<file path="config.mk">
export PLATFORM = sky130hd
export DESIGN_NAME = ddr_burst_sram_port
export DESIGN_NICKNAME = d
export VERILOG_FILES = /design/src/hdl/ddr_sram_pkg.sv /design/src/hdl/pin_sync.sv /design/src/hdl/ddr_burst_sram_port.sv
export SDC_FILE = /design/constraint.sdc
export NUM_CORES = 1
export LEC_CHECK = 0
export BUFFER_PORTS_ARGS = -buffer_cell sky130_fd_sc_hd__buf_4
export CAP_MARGIN = 5
export CORE_MARGIN = 2
export CORE_UTILIZATION = 33
export DETAILED_ROUTE_END_ITERATION = 10
export GPL_ROUTABILITY_DRIVEN = 0
export GPL_TIMING_DRIVEN = 0
export SETUP_SLACK_MARGIN = 0.05
export SLEW_MARGIN = 20
export SYNTH_ARGS = -nofsm -noshare
export SYNTH_HDL_FRONTEND = slang
export SYNTH_HIERARCHICAL = 1
export SYNTH_SLANG_ARGS = --single-unit
</file>
<file path="constraint.sdc">
create_clock -name sys_clk -period 3.1 [get_ports sys_clk]
set_clock_uncertainty 0.2 [all_clocks]
set_input_delay 0.31 -clock sys_clk [delete_from_list [all_inputs] [get_ports sys_clk]]
set_output_delay 0.31 -clock sys_clk [all_outputs]
set_load 0.02 [all_outputs]
</file>
<file path="src/hdl/ddr_sram_pkg.sv">
// Constants and types shared by the double-data-rate burst SRAM port.
package ddr_sram_pkg;

  // ---------------------------------------------------------------------
  // Widths
  // ---------------------------------------------------------------------
  localparam int ADDR_W    = 20;   // Burst address, one per 36-bit entry.
  localparam int DATA_W    = 18;   // One word on the data pins.
  localparam int BYTE_W    = 9;    // One byte lane, parity included.
  localparam int BWS_W     = 2;    // Byte selects per word.
  localparam int ENTRY_W   = 36;   // Two words of one burst.
  localparam int LANES     = 4;    // Byte lanes in one entry.
  localparam int MEM_AW    = 4;    // Address bits that index the model store.
  localparam int MEM_DEPTH = 16;   // Entries held in flip-flops.

  // ---------------------------------------------------------------------
  // Timing
  // ---------------------------------------------------------------------
  localparam int SYS_CLK_PERIOD_NS = 10;
  localparam int PLL_LOCK_US       = 20;
  localparam int PLL_LOCK_CYC      =
    (PLL_LOCK_US * 1000 + SYS_CLK_PERIOD_NS - 1) / SYS_CLK_PERIOD_NS;
  localparam int PLL_STOP_NS       = 30;
  localparam int PLL_STOP_CYC      =
    (PLL_STOP_NS + SYS_CLK_PERIOD_NS - 1) / SYS_CLK_PERIOD_NS;
  localparam int PLL_CNT_W         = 11;
  localparam int STOP_CNT_W        = 2;
  localparam int IMP_CAL_PERIOD    = 1024; // Counted in input clock cycles.
  localparam int IMP_CNT_W         = 10;
  localparam int IMP_CODE_W        = 4;

  // ---------------------------------------------------------------------
  // Reset value and limits of the impedance code
  // ---------------------------------------------------------------------
  localparam logic [IMP_CODE_W-1:0] IMP_CODE_RST = 4'h8;
  localparam logic [IMP_CODE_W-1:0] IMP_CODE_MAX = 4'hF;
  localparam logic [IMP_CODE_W-1:0] IMP_CODE_MIN = 4'h0;

  // ---------------------------------------------------------------------
  // Commands decoded at a positive input clock rise
  // ---------------------------------------------------------------------
  typedef enum logic [1:0] {
    CMD_NOP   = 2'b00,
    CMD_READ  = 2'b01,
    CMD_WRITE = 2'b10
  } cmd_t;

endpackage

</file>
<file path="src/hdl/pin_sync.sv">
// Two-flop synchroniser for a group of pin inputs.
`timescale 1ns/1ns
module pin_sync #(
  parameter int W = 1
) (
  input  wire logic         sys_clk,
  input  wire logic         nrst,
  input  wire logic [W-1:0] pin_in,
  output logic      [W-1:0] pin_sync_out
);

  logic [W-1:0] meta_reg;

  // The first stage feeds only the second stage.
  always_ff @(posedge sys_clk or negedge nrst) begin
    if (!nrst) begin
      meta_reg     <= '0;
      pin_sync_out <= '0;
    end else begin
      meta_reg     <= pin_in;
      pin_sync_out <= meta_reg;
    end
  end

endmodule

</file>
<file path="src/hdl/ddr_burst_sram_port.sv">
// Device-side logic of a double-data-rate burst SRAM port.
`timescale 1ns/1ns

// Notes on behaviour
// - Read latency two input cycles with PLL enabled, one with it off.
// - Accesses start only at a positive input clock rise.
// - Write and read data register on both input clock rises.
// - Control inputs register only on the positive input clock rise.
// - Every access is a burst of two words from sequential locations.
// - Read starts on read high, strobe low; address goes to read register.
// - First read word after two positive rises with PLL on, one with it off; second on next negative.
// - Reads always complete; a new read may start every positive rise.
// - Deselected reads finish, then output floats after next positive rise.
// - Write starts on read low, strobe low; address goes to write register.
// - Write words latched next positive rise then negative rise, per byte.
// - Both words commit as one 36-bit entry; back-to-back writes stream.
// - Deselected writes finish pending work and then ignore inputs.
// - Byte selects sampled with each word; deasserted leaves byte unchanged.
// - Write held in registers across reads, committed on next write.
// - Read of just-written address returns data from pending registers.
// - Output impedance recalibrates against reference every 1024 cycles.
// - Two free-running echo clocks follow the positive and negative clock.
// - Valid flag is aligned with echo clocks, half cycle before data.
// - PLL locks 20 us after stable clock; 30 ns stop resets it.
// - Strobe high is no-operation; outputs float, power-up is deselected.
// - Second burst word is the upper half of the entry at the latched address.
module ddr_burst_sram_port
  import ddr_sram_pkg::*;
(
  input  wire logic                  sys_clk,
  input  wire logic                  nrst,
  input  wire logic                  positive_input_timing,
  input  wire logic                  negative_input_timing,
  input  wire logic                  load_strobe_n,
  input  wire logic                  read_not_write,
  input  wire logic [BWS_W-1:0]      byte_write_sel_n,
  input  wire logic [ADDR_W-1:0]     burst_addr,
  input  wire logic [DATA_W-1:0]     write_bus,
  input  wire logic                  pll_off_n,
  input  wire logic                  impedance_ref_pin,
  output logic      [DATA_W-1:0]     read_out,
  output logic                       read_out_oe,
  output logic                       echo_strobe_true,
  output logic                       echo_strobe_comp,
  output logic                       read_valid_flag,
  output logic                       pll_locked,
  output logic      [IMP_CODE_W-1:0] drive_imp_code
);

  // ---------------------------------------------------------------------
  // State
  // ---------------------------------------------------------------------
  typedef struct packed {
    logic                                k_prev;
    logic                                kn_prev;
    logic                                echo_t;
    logic                                echo_c;
    logic [PLL_CNT_W-1:0]                pll_cnt;
    logic                                locked;
    logic [STOP_CNT_W-1:0]               stop_cnt;
    logic [1:0]                          rd_v;
    logic [ADDR_W-1:0]                   rd_a0;
    logic [ADDR_W-1:0]                   rd_a1;
    logic                                cap_arm;
    logic [ADDR_W-1:0]                   cap_addr;
    logic                                fill_hi;
    logic                                pend_v;
    logic [ADDR_W-1:0]                   pend_addr;
    logic [ENTRY_W-1:0]                  pend_data;
    logic [LANES-1:0]                    pend_mask;
    logic [MEM_DEPTH-1:0][ENTRY_W-1:0]   mem;
    logic [DATA_W-1:0]                   out_data;
    logic                                out_oe;
    logic [ADDR_W-1:0]                   out_addr;
    logic                                vld;
    logic [IMP_CNT_W-1:0]                imp_cnt;
    logic [IMP_CODE_W-1:0]               imp_code;
  } st_t;

  st_t                 st_reg;
  st_t                 st_next;

  // ---------------------------------------------------------------------
  // Pin synchronisers
  // ---------------------------------------------------------------------
  localparam int SYNC_W = 6 + BWS_W + ADDR_W + DATA_W;

  logic [SYNC_W-1:0]   sync_q;
  logic                k_s;
  logic                kn_s;
  logic                load_n_s;
  logic                rnw_s;
  logic [BWS_W-1:0]    bws_n_s;
  logic [ADDR_W-1:0]   addr_s;
  logic [DATA_W-1:0]   wdata_s;
  logic                pll_on_s;
  logic                zq_s;

  // Every pin crosses two flops, so data and clocks stay aligned.
  pin_sync #(
    .W (SYNC_W)
  ) u_pin_sync (
    .sys_clk      (sys_clk),
    .nrst         (nrst),
    .pin_in       ({positive_input_timing, negative_input_timing,
                    load_strobe_n, read_not_write, byte_write_sel_n,
                    burst_addr, write_bus, pll_off_n, impedance_ref_pin}),
    .pin_sync_out (sync_q)
  );

  // Unpack the synchronised pins.
  assign {k_s, kn_s, load_n_s, rnw_s, bws_n_s, addr_s, wdata_s, pll_on_s,
          zq_s} = sync_q;

  // ---------------------------------------------------------------------
  // Read fetch with pending-write bypass
  // ---------------------------------------------------------------------
  // Returns one half of the entry at a, newest bytes from pending registers.
  function automatic logic [DATA_W-1:0] fetch_word(
    input st_t               s,
    input logic [ADDR_W-1:0] a,
    input logic              hi
  );
    logic [ENTRY_W-1:0] e;
    e = s.mem[a[MEM_AW-1:0]];
    if (s.pend_v && (s.pend_addr == a)) begin
      for (int b = 0; b < LANES; b++) begin
        if (s.pend_mask[b]) begin
          e[b*BYTE_W +: BYTE_W] = s.pend_data[b*BYTE_W +: BYTE_W];
        end
      end
    end
    fetch_word = hi ? e[ENTRY_W-1:DATA_W] : e[DATA_W-1:0];
  endfunction

  // ---------------------------------------------------------------------
  // Next-state logic
  // ---------------------------------------------------------------------
  logic                k_rise;
  logic                kn_rise;
  logic                lat2;
  logic                src_v;
  logic [ADDR_W-1:0]   src_a;
  logic [ADDR_W-1:0]   cidx;
  cmd_t                cmd;

  // Edge finding, command decode and all pipeline updates.
  always_comb begin
    st_next = st_reg;
    k_rise  = k_s & ~st_reg.k_prev;
    kn_rise = kn_s & ~st_reg.kn_prev;
    lat2    = pll_on_s;
    src_v   = lat2 ? st_reg.rd_v[1] : st_reg.rd_v[0];
    src_a   = lat2 ? st_reg.rd_a1 : st_reg.rd_a0;
    cidx    = st_reg.pend_addr;
    st_next.k_prev  = k_s;
    st_next.kn_prev = kn_s;

    // Echo clocks run free, one flop behind the sampled input clocks.
    st_next.echo_t = k_s;
    st_next.echo_c = kn_s;

    // Equal levels on both input clocks mean the clock is stopped.
    if (k_s == kn_s) begin
      if (st_reg.stop_cnt != STOP_CNT_W'(PLL_STOP_CYC)) begin
        st_next.stop_cnt = st_reg.stop_cnt + 1'b1;
      end
    end else begin
      st_next.stop_cnt = '0;
    end

    // Lock counts stable clock time; a stop or PLL off restarts it.
    if (!pll_on_s || (st_reg.stop_cnt == STOP_CNT_W'(PLL_STOP_CYC))) begin
      st_next.pll_cnt = '0;
      st_next.locked  = 1'b0;
    end else if (st_reg.pll_cnt == PLL_CNT_W'(PLL_LOCK_CYC)) begin
      st_next.locked = 1'b1;
    end else begin
      st_next.pll_cnt = st_reg.pll_cnt + 1'b1;
    end

    // Controls are only looked at on a positive clock rise.
    if (load_n_s) begin
      cmd = CMD_NOP;
    end else if (rnw_s) begin
      cmd = CMD_READ;
    end else begin
      cmd = CMD_WRITE;
    end

    if (k_rise) begin
      // First word of a due burst, otherwise let the output float.
      st_next.out_oe = src_v;
      if (src_v) begin
        st_next.out_data = fetch_word(st_reg, src_a, 1'b0);
        st_next.out_addr = src_a;
      end

      // Read pipeline: one entry per positive rise, never cancelled.
      st_next.rd_v  = {st_reg.rd_v[0], 1'b0};
      st_next.rd_a1 = st_reg.rd_a0;
      unique case (cmd)
        CMD_READ: begin
          st_next.rd_v[0] = 1'b1;
          st_next.rd_a0   = addr_s;
        end
        CMD_WRITE: begin
          st_next.cap_addr = addr_s;
        end
        CMD_NOP: begin
        end
      endcase
      st_next.cap_arm = (cmd == CMD_WRITE);

      // Data phase of an armed write: retire the posted entry first.
      if (st_reg.cap_arm) begin
        if (st_reg.pend_v) begin
          for (int b = 0; b < LANES; b++) begin
            if (st_reg.pend_mask[b]) begin
              st_next.mem[cidx[MEM_AW-1:0]][b*BYTE_W +: BYTE_W] =
                st_reg.pend_data[b*BYTE_W +: BYTE_W];
            end
          end
        end
        st_next.pend_v    = 1'b1;
        st_next.pend_addr = st_reg.cap_addr;
        st_next.pend_data = {{DATA_W{1'b0}}, wdata_s};
        st_next.pend_mask = {2'b00, ~bws_n_s};
        st_next.fill_hi   = 1'b1;
      end

      // Impedance update once per calibration period of input cycles.
      if (st_reg.imp_cnt == IMP_CNT_W'(IMP_CAL_PERIOD - 1)) begin
        st_next.imp_cnt = '0;
        if (zq_s && (st_reg.imp_code != IMP_CODE_MAX)) begin
          st_next.imp_code = st_reg.imp_code + 1'b1;
        end else if (!zq_s && (st_reg.imp_code != IMP_CODE_MIN)) begin
          st_next.imp_code = st_reg.imp_code - 1'b1;
        end
      end else begin
        st_next.imp_cnt = st_reg.imp_cnt + 1'b1;
      end
    end

    if (kn_rise) begin
      // Second word of the burst being driven.
      if (st_reg.out_oe) begin
        st_next.out_data = fetch_word(st_reg, st_reg.out_addr, 1'b1);
      end
      // Flag leads the first word by half a cycle.
      st_next.vld = lat2 ? st_reg.rd_v[1] : st_reg.rd_v[0];
      // Second write word joins the same entry.
      if (st_reg.fill_hi) begin
        st_next.pend_data[ENTRY_W-1:DATA_W] = wdata_s;
        st_next.pend_mask[LANES-1:2]        = ~bws_n_s;
        st_next.fill_hi                     = 1'b0;
      end
    end
  end

  // ---------------------------------------------------------------------
  // State register
  // ---------------------------------------------------------------------
  // Power-up leaves the port deselected with its output floating.
  always_ff @(posedge sys_clk or negedge nrst) begin
    if (!nrst) begin
      st_reg          <= '0;
      st_reg.imp_code <= IMP_CODE_RST;
    end else begin
      st_reg <= st_next;
    end
  end

  // ---------------------------------------------------------------------
  // Outputs
  // ---------------------------------------------------------------------
  // Every output is a field of the state register.
  assign read_out         = st_reg.out_data;
  assign read_out_oe      = st_reg.out_oe;
  assign echo_strobe_true = st_reg.echo_t;
  assign echo_strobe_comp = st_reg.echo_c;
  assign read_valid_flag  = st_reg.vld;
  assign pll_locked       = st_reg.locked;
  assign drive_imp_code   = st_reg.imp_code;

endmodule

</file>
# Yosys cells after proc, flatten, opt, wreduce, memory -nomap -nowiden
# Cells that the tools add are included.
[classes]
n_reduce_logical = 17
n_bitwise = 5
muxes = 63
n_lt_le_gt_ge = 4
add_sub_neg = 5
eq_ne = 12
[ops]
columns = ["operator", "n"]
rows = [
  ["576-bit two-way mux", 14],
  ["576-bit bitwise mux", 4],
  ["677-bit two-way mux", 1],
  ["638-bit two-way mux", 1],
  ["36-bit demux with 4-bit select", 4],
  ["36-bit binary-select mux with 4-bit select", 2],
  ["36-bit two-way mux", 4],
  ["18-bit two-way mux", 7],
  ["9-bit two-way mux", 7],
  ["20-bit equality test", 2],
  ["20-bit two-way mux", 2],
  ["27-bit two-way mux", 1],
  ["21-bit two-way mux", 1],
  ["4-bit by 5-bit less-than comparator with 1-bit output, second input constant", 3],
  ["12-bit two-way mux", 1],
  ["2-bit two-way mux", 6],
  ["11-bit by 1-bit adder with 11-bit output, second input constant", 1],
  ["11-bit equality test, second input constant", 1],
  ["11-bit two-way mux", 1],
  ["10-bit by 1-bit adder with 10-bit output, second input constant", 1],
  ["10-bit equality test, second input constant", 1],
  ["10-bit two-way mux", 1],
  ["4-bit two-way mux", 2],
  ["2-bit AND reduction", 4],
  ["20 further kinds", 34],
]
[word_totals]
output_inout_bits = 27
reg_bits = 863
elab_cells = 147

# Logic depth before layout (Yosys ltp)
# Gate-level depths: netlist (run 1).
[logic_depth]
ltp_word = 26
depth_mapped = 10
depth_no_buf = 8

# Modules after synthesis
# Netlist (run 1), hierarchy kept.
[modules_own_cells]
columns = ["module", "seq_area_each_um2", "area_per_inst_um2", "n_inst", "cells_per_inst"]
rows = [
  ["ddr_burst_sram_port", 19294.8, 34907.2, 1, 2475],
  ["pin_sync", 2302.2, 2302.2, 1, 92],
]

# Worst setup path after synthesis (run 1)
# No wires, ideal clock.
[synth_timing]
kind = "register to register"
start = "register st_reg[15] (netlist bit)"
end = "register st_reg (netlist bit read_out[4])"
arrival_time_ps = 2207
path_stages_with_launch = 9
synth_period_minus_slack_ps = 2538
setup_ps = 131
required_time_ps = 2769
path_buffers = 2
setup_slack_ps = 562
cell_sequence = "dfrtp_1 -> buf_2 -> buf_2 -> mux4_2 -> mux4_2 -> inv_1 -> a31oi_1 -> a211oi_1 -> a211oi_2"
[synth_rtl]
columns = ["element", "line", "text"]
rows = [
  ["start: declaration", "ddr_burst_sram_port.sv:80", "st_t st_reg;"],
  ["start signal: assignment", "ddr_burst_sram_port.sv:270", "st_reg <= st_next;"],
]

==> results summary, run 1 <==
In this run the worst hold path is classified as input port to async pin. For this run, design rule violations remaining after detail routing come to 0. The number of search-and-repair iterations in the first detailed-routing pass is 6.

The number of nets in the synthesized netlist is 2622. In the routed layout, each cell is associated on average with a via count of 5.10. The first-pass GRT wire length is 144000 um. The root buffer cell chosen for the clock tree is sky130_fd_sc_hd__clkbuf_16. The largest area contributor in the netlist is sky130_fd_sc_hd__dfrtp_1. The critical path runs through a total of 4 cells. The count of standard-cell rows came out at 123. The completed layout was analyzed and its total power is 31.3 mW. In this design, the stage delay of the slowest critical-path cell is between 0.7 and 0.8 ns. The number of instances in the synthesized netlist is 2567. The cell area after synthesis is 37200 sq um. Setup repair after global routing could not meet its margin everywhere. The yosys synthesis warning count is 6. The area enclosed by the die boundary is approximately 120000 sq um.

The maximum net fanout on the critical path is 10. The worst reg-to-reg path cell count is 4. The worst setup path is launched from a flip-flop. The area share of the largest cell type after synthesis is 0.580.

The number of violations of the max-capacitance limit came out at 0. The die is 340 um wide. Ranked by total cell area, the synthesized netlist is headed by sky130_fd_sc_hd__dfrtp_1 58%, sky130_fd_sc_hd__mux2_2 19%, sky130_fd_sc_hd__mux4_2 9.8%. The tightest hold path in the finished design has a slack of 0.0321 ns. The total of endpoints with negative setup slack in the final report is 6. The sequential-to-total area share from yosys stat came out at 0.580. Data on the critical path is required at its endpoint by ~3.4 ns. The initial antenna violation count came out at 2. The clock-pin slew of the registers on the worst-case setup and hold paths came out at 0.06 ns. The number of design-rule violations left by the first detailed-router iteration is 1841.

After detailed routing, the average wire length per cell comes to 21.5 um. The final net count came out at 2841. After synthesis, the share of flip-flops with an asynchronous set or reset is 1.00. The height of the die came out at ~340 um. The count of final max-slew check failures came to 0. The mean cell area of the mapped netlist came out at 14.5 sq um. The count of input and output buffers came out at 74. The post-detailed-placement half-perimeter wirelength is 63600 um. The count of final hold-check violations came out at 0. TritonCTS built the clock tree. Among all flip-flop cells after synthesis, the most frequent one is sky130_fd_sc_hd__dfrtp_1. Pin placement for this block handled 75 I/O pins. The maximum clock rate is 321 MHz.

From synthesis to final layout, the design area changed by 17.7%. The transition time at the pin with the least slew margin is a little under 1 ns. The worst pin sits at a relative slew slack of 0.345. The overall fraction of global-route tracks in use came out at 0.163.

The final core area utilization is 0.390. The number of routed nets with antenna violations is 0. The CTS sink count is 863.

The largest net degree at the start of global routing is 149. The worst IR drop on VDD came out at between 0.4 and 0.5 mV. The final reports fail on negative setup slack. The clock latency on the worst-skew pair is 0.67 ns. The effective utilization at floorplan came out at 0.332.

The endpoint kind of the worst setup timing path is a flip-flop. The power density of the placed cells is around 720 nW/um^2. The run finished, with violations left. The total overflow left after global routing is 0. Of the available clock period, the critical path in the final layout requires 1.00. The post-layout minimum cycle time is 3.11 ns. The maximum buffer depth of the clock tree came out at 3. In this run the number of H-tree levels came out at 3.

The setup slack of the critical path after layout came out at -0.0142 ns. STA puts the critical path data arrival time at approximately 3.5 ns. Traced cell by cell, the critical path runs through nand2b_1, nor2_1, nand2_1, mux2_2. The cell family contributing the most delay on the critical path is simple AND/OR/NAND/NOR gates. Counting distinct cell types in the post-synthesis netlist gives between 40 and 50. The number of vias in the routed layout came out at 22.2k.

The register bit count reported by yosys is 863. The critical path contains buffers and inverters numbering 0 combined. For this design, the slowest cell found on the critical path is sky130_fd_sc_hd__nor2_1. The library cells used most frequently in the layout, excluding fill and tap cells, are 862 x sky130_fd_sc_hd__dfrtp_1, 618 x sky130_fd_sc_hd__mux2_2, 250 x sky130_fd_sc_hd__nand2_1. The library cell used most frequently in the layout, excluding fill and tap cells, is sky130_fd_sc_hd__dfrtp_1. The number of enable flip-flop cells after synthesis came out at 0. The number of buffers created by CTS came out at 91. The worst setup path is of the flip-flop to flip-flop kind. The core region is 112000 sq um. In the final layout, the share of cells above drive strength 1 is 0.408. Counting the fill cells in the layout gives ~10k. For this block, the routed nets add up to 93600 um of wire. The total leakage power came out at 20.6 nW.

The number of global-route vias before repair came out at 22.4k.
what timing repair did:
action,in CTS,in global routing
hold buffers,47,0
gates resized for setup,65,60
setup endpoints to repair,249,458
pin swaps,1,1
endpoints found under the hold margin,245,0
buffers inserted,2,3
where the power goes:
| group | switching (mW) | internal (mW) | total (mW) |
|---|---|---|---|
| Clock | 4.58 | 6.68 | 11.3 |
| Sequential | 0.859 | 12.4 | 13.2 |
| Combinational | 4.25 | 2.60 | 6.86 |
| Total | 9.69 | 21.6 | 31.3 |
worst reg2reg max path: cells and delay by family (launching register included):
family | cells | cell delay (ns)
mux | 1 | 0.45
simple gates | 3 | 1.66
flops | 1 | 0.71
per-stage QoR:
stage | setup slack [ns] | cell area, sq um | TNS (ns) | instances
3_3_place_gp | -8.94 | 39600 | -7641.30 | 4141
3_5_place_dp | -0.510 | 39900 | -9.84 | 4147
4_1_cts | -0.0174 | 43600 | -0.288 | 4359
2_1_floorplan | 0.562 | 37200 | 0 | 2567
5_1_grt | -0.0239 | 43800 | -0.142 | 4361
6_report | -0.0142 | 43800 | -0.0648 | 4362
layer usage:
metal / part of all wire / up-vias / GRT usage
li1: - / 9728 / -
met1: 0.47 / 11800 / 0.243
met2: 0.46 / 578 / 0.246
met3: 0.056 / 123 / 0.0313
met4: 0.019 / 0 / 0.0376
met5: 0 / - / 0
synthesized netlist by cell type, drive strengths merged, types with 2 or more instances:
cell	count
and4	2
or2	2
nor4	8
or3	3
a31oi	19
nand2	280
dfrtp	862
nor2b	2
o21ai	32
and2	7
nor2	74
a22o	18
mux2	618
nand4	11
nand3	8
xor2	15
inv	22
mux2i	23
a22oi	36
xnor2	44
nor3	9
a21oi	27
mux4	162
and3	7
nand2b	7
a21o	4
a211oi	36
clkbuf	99
a41oi	18
buf	100
ha	6
path summary, 6_finish.rpt:
kind,start,end,slack [ns]
setup / recovery,cidx[2],flip-flop,-0.01
hold / removal,nrst,u_pin_sync/meta_reg[31],0.03
setup reg to reg,cidx[2],flip-flop,-0.01
hold reg to reg,u_pin_sync/meta_reg[32],u_pin_sync/pin_sync_out[32],0.14
max in group asynchronous,nrst,u_pin_sync/pin_sync_out[3],0.99
min in group sys_clk,write_bus[17],u_pin_sync/meta_reg[19],0.11
cell type report:
type	count	area, sq um	share of cell area
Timing Repair Buffer	132	1250	0.0285
Buffer	193	1050	0.0239
Antenna cell	1	2.50	0.0000571
Sequential cell	863	21600	0.493
Tap cell	1500	1880	0.0429
Clock inverter	27	359	0.00820
Multi-Input combinational cell	1483	14800	0.339
Clock buffer	141	2740	0.0625
Inverter	22	82.6	0.00189
cell families (layout without fill, tap and decap cells):
logic type,after synthesis,in the layout,synth area share
buffers and inverters,221,515,0.0274
adders and majority gates,7,7,0.00256
other,0,1,0
xor gates and xnor gates,59,59,0.0139
muxes,803,803,0.292
and+or+nand+nor,422,422,0.0473
DFF,863,863,0.580
AOI/OAI and AO/OA,192,192,0.0367
No activity file was read; power rests on OpenSTA's default activity.
==> inputs of run 2 (changes only) <==
--- a/config.mk
+++ b/config.mk
@@ -12,6 +12,7 @@
 export DETAILED_ROUTE_END_ITERATION = 10
 export GPL_ROUTABILITY_DRIVEN = 0
 export GPL_TIMING_DRIVEN = 0
+export MAX_ROUTING_LAYER = met4
 export SETUP_SLACK_MARGIN = 0.05
 export SLEW_MARGIN = 20
 export SYNTH_ARGS = -nofsm -noshare
==> constraint.sdc (replaced) <==
create_clock -name sys_clk -period 2.7 [get_ports sys_clk]
set_clock_uncertainty 0.2 [all_clocks]
set_input_delay 0.27 -clock sys_clk [delete_from_list [all_inputs] [get_ports sys_clk]]
set_output_delay 0.27 -clock sys_clk [all_outputs]
set_load 0.02 [all_outputs]
==> run 2 against run 1 <==
The run still ends with negative setup slack left. Sequential power up 15%. Setup slack got worse by 0.10 ns. Sequential cell count unchanged. Combinational power increased by 25%. Clock power grew 14%. Sequential share of layout area down 1.2 points. Fmax is 11% higher. Die area stayed put. Largest cell class unchanged. Largest power group unchanged. Highest routed layer unchanged.
==> results summary, run 2 (synthesis gave the netlist of run 1 again) <==
The clock root buffer is sky130_fd_sc_hd__clkbuf_16. In the layout the commonest cells are 859 x sky130_fd_sc_hd__dfrtp_1, 618 x sky130_fd_sc_hd__mux2_2, 218 x sky130_fd_sc_hd__nand2_1. The post-place instance area came to 39900 sq um (unchanged). The initial antenna violation count came out at 1 (-1). The slowest stage of the critical path is the sky130_fd_sc_hd__nor2_2 cell. The area growth from synthesis to layout came out at 20.7%. The worst hold path belongs to the class input port to async pin. The total of endpoints with negative setup slack in the final report is 18 (+12). Walking the worst path, the cells encountered are buf_6, buf_8, mux2i_4, nor2_2, clkbuf_2, a22oi_1, nand2_2, o21ai_0, a211oi_2.

The count of final max-slew check failures came out at 0 (unchanged). Setup repair after global routing could not meet its margin everywhere. The count of standard-cell rows is 123 (unchanged).

The height of the die is 340 um (unchanged). The power density of the placed cells came out at 818 nW/um^2 (+14%). The area enclosed by the die boundary came to 115000 sq um (unchanged). The number of routed nets with antenna violations came out at 0 (unchanged).

The number of search-and-repair iterations in the first detailed-routing pass came to 5 (-1). The endpoint kind of the worst setup timing path is a flip-flop. The number of diodes added for antenna fixing is 0 (-1). The maximum cell stage delay along the critical path is 0.55 ns (-0.24 ns). The total leakage power was 21.6 nW (+4.4%). The clock-pin slew of the registers on the worst-case setup and hold paths was 0.06 ns (about the same). The ratio of final minimum period to clock period came out at 1.04 (+0.0379). The total power is 36.7 mW (+17%). The maximum clock rate is 355 MHz (+11%).

The number of design-rule violations left by the first detailed-router iteration is 1760 (-4.4%). The maximum net fanout on the critical path came out at 10 (unchanged). The clock latency on the worst-skew pair is 0.67 ns (about the same). TritonCTS built the clock tree. The final net count was 2862 (+0.74%). The worst setup path is launched from a flip-flop. The routed length per placed instance is 21.6 um (+0.65%). The number of vias in the routed layout is 22.3k (+0.13%). The remaining global-route overflow is 0 (unchanged).

The number of filler instances in the final layout came out at 10.3k (-1.5%). The post-detailed-placement half-perimeter wirelength came out at 63600 um (unchanged). The CTS sink count came out at 863 (unchanged). The required time reported for the critical path endpoint is 3.07 ns (-0.37 ns). The wire length after detailed routing came out at 94600 um (+1.1%).

The number of buffers created by CTS came out at 91 (unchanged). The library cell used most frequently in the layout, excluding fill and tap cells, is sky130_fd_sc_hd__dfrtp_1. The transition time at the pin with the least slew margin is 0.848 ns (-0.131 ns).

The die outline width was 340 um (unchanged). The count of input and output buffers came out at 74 (unchanged). The checks that failed: negative setup slack.

The post-layout minimum cycle time is 2.81 ns (-0.300 ns). The overall fraction of global-route tracks in use came to 0.171 (+0.00724). The number of global-route vias before repair came out at 22.7k (+1.1%). The worst IR drop on VDD is 0.490 mV (+16%). The count of boundary I/O pins came to 75 (unchanged).

The first-pass GRT wire length was 146000 um (+1.4%). The area of the core is 112000 sq um (unchanged). The share of final-layout standard cells stronger than drive strength 1 is 0.443 (+0.0348). The number of violations of the max-capacitance limit is 0 (unchanged). The worst slew margin relative to its limit came out at 0.435 (+0.0897). The critical path class is flip-flop to flip-flop. The flow ran to the end, but the final reports show violations. The largest net degree at the start of global routing is 149 (unchanged).

The effective utilization at floorplan is 0.332 (unchanged). The count of final hold-check violations is 0 (unchanged). The data arrival at the endpoint of the critical path is 3.19 ns (-0.27 ns). The number of remaining DRC errors is 0 (unchanged). The detail-routed via count per cell was 5.08 (-0.32%). The maximum buffer depth of the clock tree came out at 3 (unchanged). The number of H-tree levels is 3 (unchanged). The final cell area excluding filler cells is 44900 sq um (+2.5%).

The setup slack of the critical path after layout was -0.115 ns (-0.100 ns).
-- run 2: cell count changes in the layout (fill, tap and decap cells not counted), sizes merged --
cell    change
buf        +16
clkbuf      +5
diode       -1
-- run 2: what timing repair did --
item	in CTS	in global routing
gates resized for setup	268	65
endpoints found under the hold margin	311	0
endpoints found under the setup margin	614	598
hold buffers	47	0
gates cloned	4	1
pin swaps	18	10
buffers inserted	21	1
-- run 2: final timing paths --
kind | start | to | slack [ns] | depth (start not counted)
worst max-delay path | u_pin_sync/pin_sync_out[1] | read_out[14] | -0.11 | 9
worst min-delay path | nrst | u_pin_sync/meta_reg[31] | 0.002 | 2
worst max register to register | u_pin_sync/pin_sync_out[1] | read_out[14] | -0.11 | 9
worst min register to register | u_pin_sync/meta_reg[32] | u_pin_sync/pin_sync_out[32] | 0.14 | 0
max in group asynchronous | nrst | async pin | 0.62 | 4
min in group sys_clk | write_bus[17] | u_pin_sync/meta_reg[19] | 0.07 | 2
-- run 2: layer usage --
metal,global-route usage,share of wire,vias to the layer above
met5,-,0,-
met4,0.0430,0.021,0
met3,0.0331,0.052,116
met2,0.247,0.45,512
met1,0.246,0.48,11900
li1,-,-,9769
-- run 2: per-stage QoR --
step / util / setup TNS, ns / worst slack [ns] / instances / hold slack, ns
floorplan: - / 0 / 0.162 / 2567 / -0.226
global placement: 0.353 / -8123.47 / -9.30 / 4141 / 0.134
detailed placement: 0.355 / -183.33 / -0.910 / 4147 / 0.0600
CTS: 0.398 / -0.829 / -0.0892 / 4380 / 0.0196
global route: 0.400 / -2.51 / -0.166 / 4382 / 0.0415
finish: 0.400 / -0.980 / -0.115 / 4382 / 0.00221
-- run 2: critical path, delay by kind of cell, from the launching register on --
kind / cells / cell delay [ns]
AO/OA/AOI/OAI: 3 / 0.49
buffers and inverters: 3 / 0.74
multiplexers: 1 / 0.26
AND/OR/NAND/NOR: 2 / 0.67
flip-flops: 1 / 0.37
-- run 2: layout make-up --
cell class / instances / area, sq um / share of cell area
Sequential cell: 863 / 21600 / 0.481
Multi-Input combinational cell: 1483 / 15400 / 0.343
Clock buffer: 141 / 2740 / 0.0610
Tap cell: 1500 / 1880 / 0.0418
Timing Repair Buffer: 154 / 1560 / 0.0347
Buffer: 192 / 1280 / 0.0285
Clock inverter: 27 / 359 / 0.00800
Inverter: 22 / 82.6 / 0.00184
-- run 2: report_power, final --
part / internal, mW / switching, mW
Clock: 7.67 / 5.25
Sequential: 14.2 / 1.02
Combinational: 3.41 / 5.16
Total: 25.3 / 11.4
==> inputs of run 3 (changes only) <==
--- a/config.mk
+++ b/config.mk
@@ -5,6 +5,7 @@
 export SDC_FILE = /design/constraint.sdc
 export NUM_CORES = 1
 export LEC_CHECK = 0
+export ABC_AREA = 1
 export BUFFER_PORTS_ARGS = -buffer_cell sky130_fd_sc_hd__buf_4
 export CAP_MARGIN = 5
 export CORE_MARGIN = 2
==> run 3 against run 2 <==
The flow now finishes without violations. Total power up 7.2%. Core utilization down 0.50 points. Fmax up 6.9%. Cell count up 46%. Die area up 3.9%. Routed wire length up 41%. Via count up 52%. Highest routed layer unchanged.
==> results summary, run 3 <==
The total of endpoints with negative setup slack in the final report is 0 (-18). The final non-filler cell total is 6388 (+46%). The detail-routed via count per cell is 5.28 (+4.0%). The count of boundary I/O pins was 75 (unchanged). Setup repair after global routing could not meet its margin everywhere. The kind of cell with the highest combined delay along the critical path is simple AND/OR/NAND/NOR gates. The number of buffers created by CTS is 92 (+1.1%). The overall fraction of global-route tracks in use came to 0.227 (+0.0563).

The number of instances in the synthesized netlist came to 4546 (+77%). The share of final-layout standard cells stronger than drive strength 1 is 0.114 (-0.330). TritonCTS built the clock tree. The first-pass GRT wire length came out at 202000 um (+39%). The run finished with clean final reports. The number of routed nets with antenna violations came out at 0 (unchanged). The worst IR drop on VDD is 0.513 mV (+4.6%). The count of final max-slew check failures is 0 (unchanged). The number of filler instances in the final layout is 11.6k (+12%). The maximum net fanout on the critical path came out at 10 (unchanged). The count of standard-cell rows came out at 125 (+1.6%). The wire length after detailed routing was 134000 um (+41%).

The area growth from synthesis to layout came out at 18.7%. The clock latency on the worst-skew pair came to 0.68 ns (about the same). The CTS sink count came out at 863 (unchanged). The power density of the placed cells is 857 nW/um^2 (+4.8%). The sequential-to-total area share from yosys stat is 0.558 (-0.0222). The endpoint kind of the worst setup timing path is a flip-flop. By area the synthesized netlist is led by sky130_fd_sc_hd__dfrtp_1 56%, sky130_fd_sc_hd__nand2_1 14%, sky130_fd_sc_hd__o21ai_0 6.8%. The combined buffer and inverter count along the critical path is 3 (unchanged).

The number of global-route vias before repair was 32.2k (+42%). The effective utilization at floorplan was 0.333 (+0.00130). The maximum cell stage delay along the critical path is 0.39 ns (-0.16 ns). The cell total after placement is 6160 (+49%). The largest net degree at the start of global routing came out at 145 (-2.7%). The transition time at the pin with the least slew margin is 0.963 ns (+0.115 ns). The yosys synthesis warning count came out at 6 (unchanged).

The height of the die is 346 um (+1.9%). The critical path class is flip-flop to flip-flop. The mean cell area of the mapped netlist came out at 8.51 sq um (-41%). The area enclosed by the die boundary is 120000 sq um (+3.9%). The required time reported for the critical path endpoint is 3.09 ns (+0.02 ns). The cell area after synthesis is 38700 sq um (+4.0%). sky130_fd_sc_hd__nand2_1 is the most common cell in the netlist.

The largest total area in the synthesized netlist belongs to sky130_fd_sc_hd__dfrtp_1. The area share of the largest cell type after synthesis is 0.557 (-0.0222). The final setup TNS came out at 0 ns (+0.980 ns).

The number of remaining DRC errors is 0 (unchanged). The number of enable flip-flop cells after synthesis came out at 0 (unchanged). The worst slew margin relative to its limit came out at 0.355 (-0.0792).

The number of violations of the max-capacitance limit is 0 (unchanged). The total leakage power was 21.3 nW (-0.97%). The clock-pin slew of the registers on the worst-case setup and hold paths was 0.06 ns (about the same). The post-detailed-placement half-perimeter wirelength was 93100 um (+46%).

In the layout the commonest cells are 1418 x sky130_fd_sc_hd__nand2_1, 862 x sky130_fd_sc_hd__dfrtp_1, 527 x sky130_fd_sc_hd__o21ai_0. The remaining global-route overflow is 0 (unchanged). The count of final hold-check violations came out at 0 (unchanged). The number of unique standard cell types used by synthesis was 42 (-8.7%). STA classifies the critical path startpoint as a flip-flop. The number of vias in the routed layout is 33.7k (+52%).

Clock tree synthesis selected as its root buffer the cell sky130_fd_sc_hd__clkbuf_16. In the synthesized netlist the dominant register cell turns out to be sky130_fd_sc_hd__dfrtp_1. The maximum clock rate came out at 380 MHz (+6.9%). The most used cell along the critical path is sky130_fd_sc_hd__nand2_1.

The routed length per placed instance came out at 20.9 um (-3.1%). The die outline width is 346 um (+1.9%). The ratio of final minimum period to clock period came out at 0.975 (-0.0674).

In the synthesized netlist, the cells that appear most often are 1424 x sky130_fd_sc_hd__nand2_1, 862 x sky130_fd_sc_hd__dfrtp_1, 529 x sky130_fd_sc_hd__o21ai_0, 358 x sky130_fd_sc_hd__o21ai_1, 289 x sky130_fd_sc_hd__nor2_1. The final net count was 4843 (+69%). The post-layout minimum cycle time came out at 2.63 ns (-0.182 ns). The number of search-and-repair iterations in the first detailed-routing pass came out at 6 (+1). In this run the most critical hold path is launched from burst_addr[4]. The maximum buffer depth of the clock tree is 3 (unchanged).

The setup slack of the critical path after layout came out at 0.0672 ns (+0.182 ns). The net count after synthesis is 4601 (+75%). The count of input and output buffers came out at 74 (unchanged). The data arrival at the endpoint of the critical path came out at 3.02 ns (-0.17 ns). The number of H-tree levels came out at 3 (unchanged). The number of design-rule violations left by the first detailed-router iteration is 3990 (+130%). The area of the core came out at 116000 sq um (+3.6%). Walking the worst path, the cells encountered are buf_4, inv_6, nand2_1, nand2_2, buf_2, o211ai_1, nand3_1, nand2_2, nand2_1, nand2_1, nand2_1, nand3_1, a21oi_1. The sequential cell area in the final layout was 21600 sq um (about the same).

The area used by multi-input combinational logic is 14700 sq um (-4.4%). The register bit count reported by yosys is 863 (unchanged). The library cell used most frequently in the layout, excluding fill and tap cells, is sky130_fd_sc_hd__nand2_1. The minimum setup slack after placement is -0.557 ns (+0.353 ns). The path class of the lowest-slack min-delay path is input port to flip-flop. The slowest library cell on the worst path is sky130_fd_sc_hd__buf_2. In this run the worst setup path begins at u_pin_sync/pin_sync_out[1]. The async set-reset flop share out of synthesis was 1.00 (unchanged).

In this run the critical register-to-register path is launched from u_pin_sync/pin_sync_out[1]. The initial antenna violation count came out at 1 (unchanged).
-- run 3: cell count changes after synthesis, moves of 40 or more --
cell / previous run / this run
sky130_fd_sc_hd__mux2_2: 618 / 1
sky130_fd_sc_hd__nand2_4: 0 / 40
sky130_fd_sc_hd__nand3_1: 8 / 174
sky130_fd_sc_hd__o21ai_0: 31 / 529
sky130_fd_sc_hd__o21ai_1: 1 / 358
sky130_fd_sc_hd__inv_1: 22 / 241
sky130_fd_sc_hd__mux4_2: 162 / 0
sky130_fd_sc_hd__o211ai_1: 0 / 93
sky130_fd_sc_hd__clkbuf_1: 99 / 153
sky130_fd_sc_hd__nand2_1: 280 / 1424
sky130_fd_sc_hd__nor2_1: 74 / 289
-- run 3: logic make-up after synthesis --
kind of cell             Yosys count  share of synthesized area
XOR/XNOR                          17                    0.00385
buffers and inverters            537                     0.0656
AO/OA/AOI/OAI                   1103                      0.152
flip-flops                       863                      0.558
multiplexers                       1                   0.000291
AND/OR/NAND/NOR                 2018                      0.217
adder cells (fa/ha/maj)            7                    0.00246
-- run 3: cell type report --
class	instances	share of cell area
clock buffer	124	0.0565
inverter	246	0.0203
sequential	863	0.470
antenna	1	0.0000545
tap	1524	0.0415
buffer	290	0.0435
multi-input combinational	3146	0.321
clock inverter	45	0.0147
timing repair buffer	149	0.0325
-- run 3: repair_timing --
action                                  4_1_cts  5_1_grt
hold endpoints to repair                    586        0
hold buffers                                 49        0
endpoints found under the setup margin      143      114
resized for setup                           106      132
cloned                                        0        1
pin swaps                                     2       13
setup buffers                                 3        6
-- run 3: where the power goes --
group	total, mW	leakage, nW	switching, mW	internal, mW
registers	15.0	11.6	0.914	14.1
clock network	13.8	1.60	5.50	8.29
logic	10.6	8.15	7.66	2.94
total	39.4	21.3	14.1	25.3
-- run 3: path summary, 6_finish.rpt --
| check | endpoint | slack (ns) | depth (start not counted) |
|---|---|---|---|
| min in group asynchronous | u_pin_sync/meta_reg[45] | 0.46 | 3 |
| min | u_pin_sync/meta_reg[24] | 0.03 | 2 |
| min reg2reg | u_pin_sync/pin_sync_out[20] | 0.14 | 0 |
| max in group asynchronous | async pin | 0.43 | 5 |
| max reg2reg | read_out[14] | 0.07 | 13 |
| max | read_out[14] | 0.07 | 13 |
-- run 3: routing by layer --
metal  GRT usage  wire [um]  vias up
li1            -          -    15400
met4      0.0999       5780        0
met5           -          0        -
met3      0.0371      11800      309
met2       0.327      58000     1525
met1       0.314      58200    16500
-- run 3: through the flow --
step | hold slack (ns) | total power, mW | instance area, sq um | utilization
global placement | 0.132 | 24.8 | 41200 | 0.354
detailed placement | -0.00368 | 25.0 | 41500 | 0.357
global route | 0.0266 | 40.8 | 45900 | 0.395
finish | 0.0320 | 39.4 | 45900 | 0.395
floorplan | -0.226 | 20.4 | 38700 | -
CTS | 0.000642 | 39.0 | 45500 | 0.392
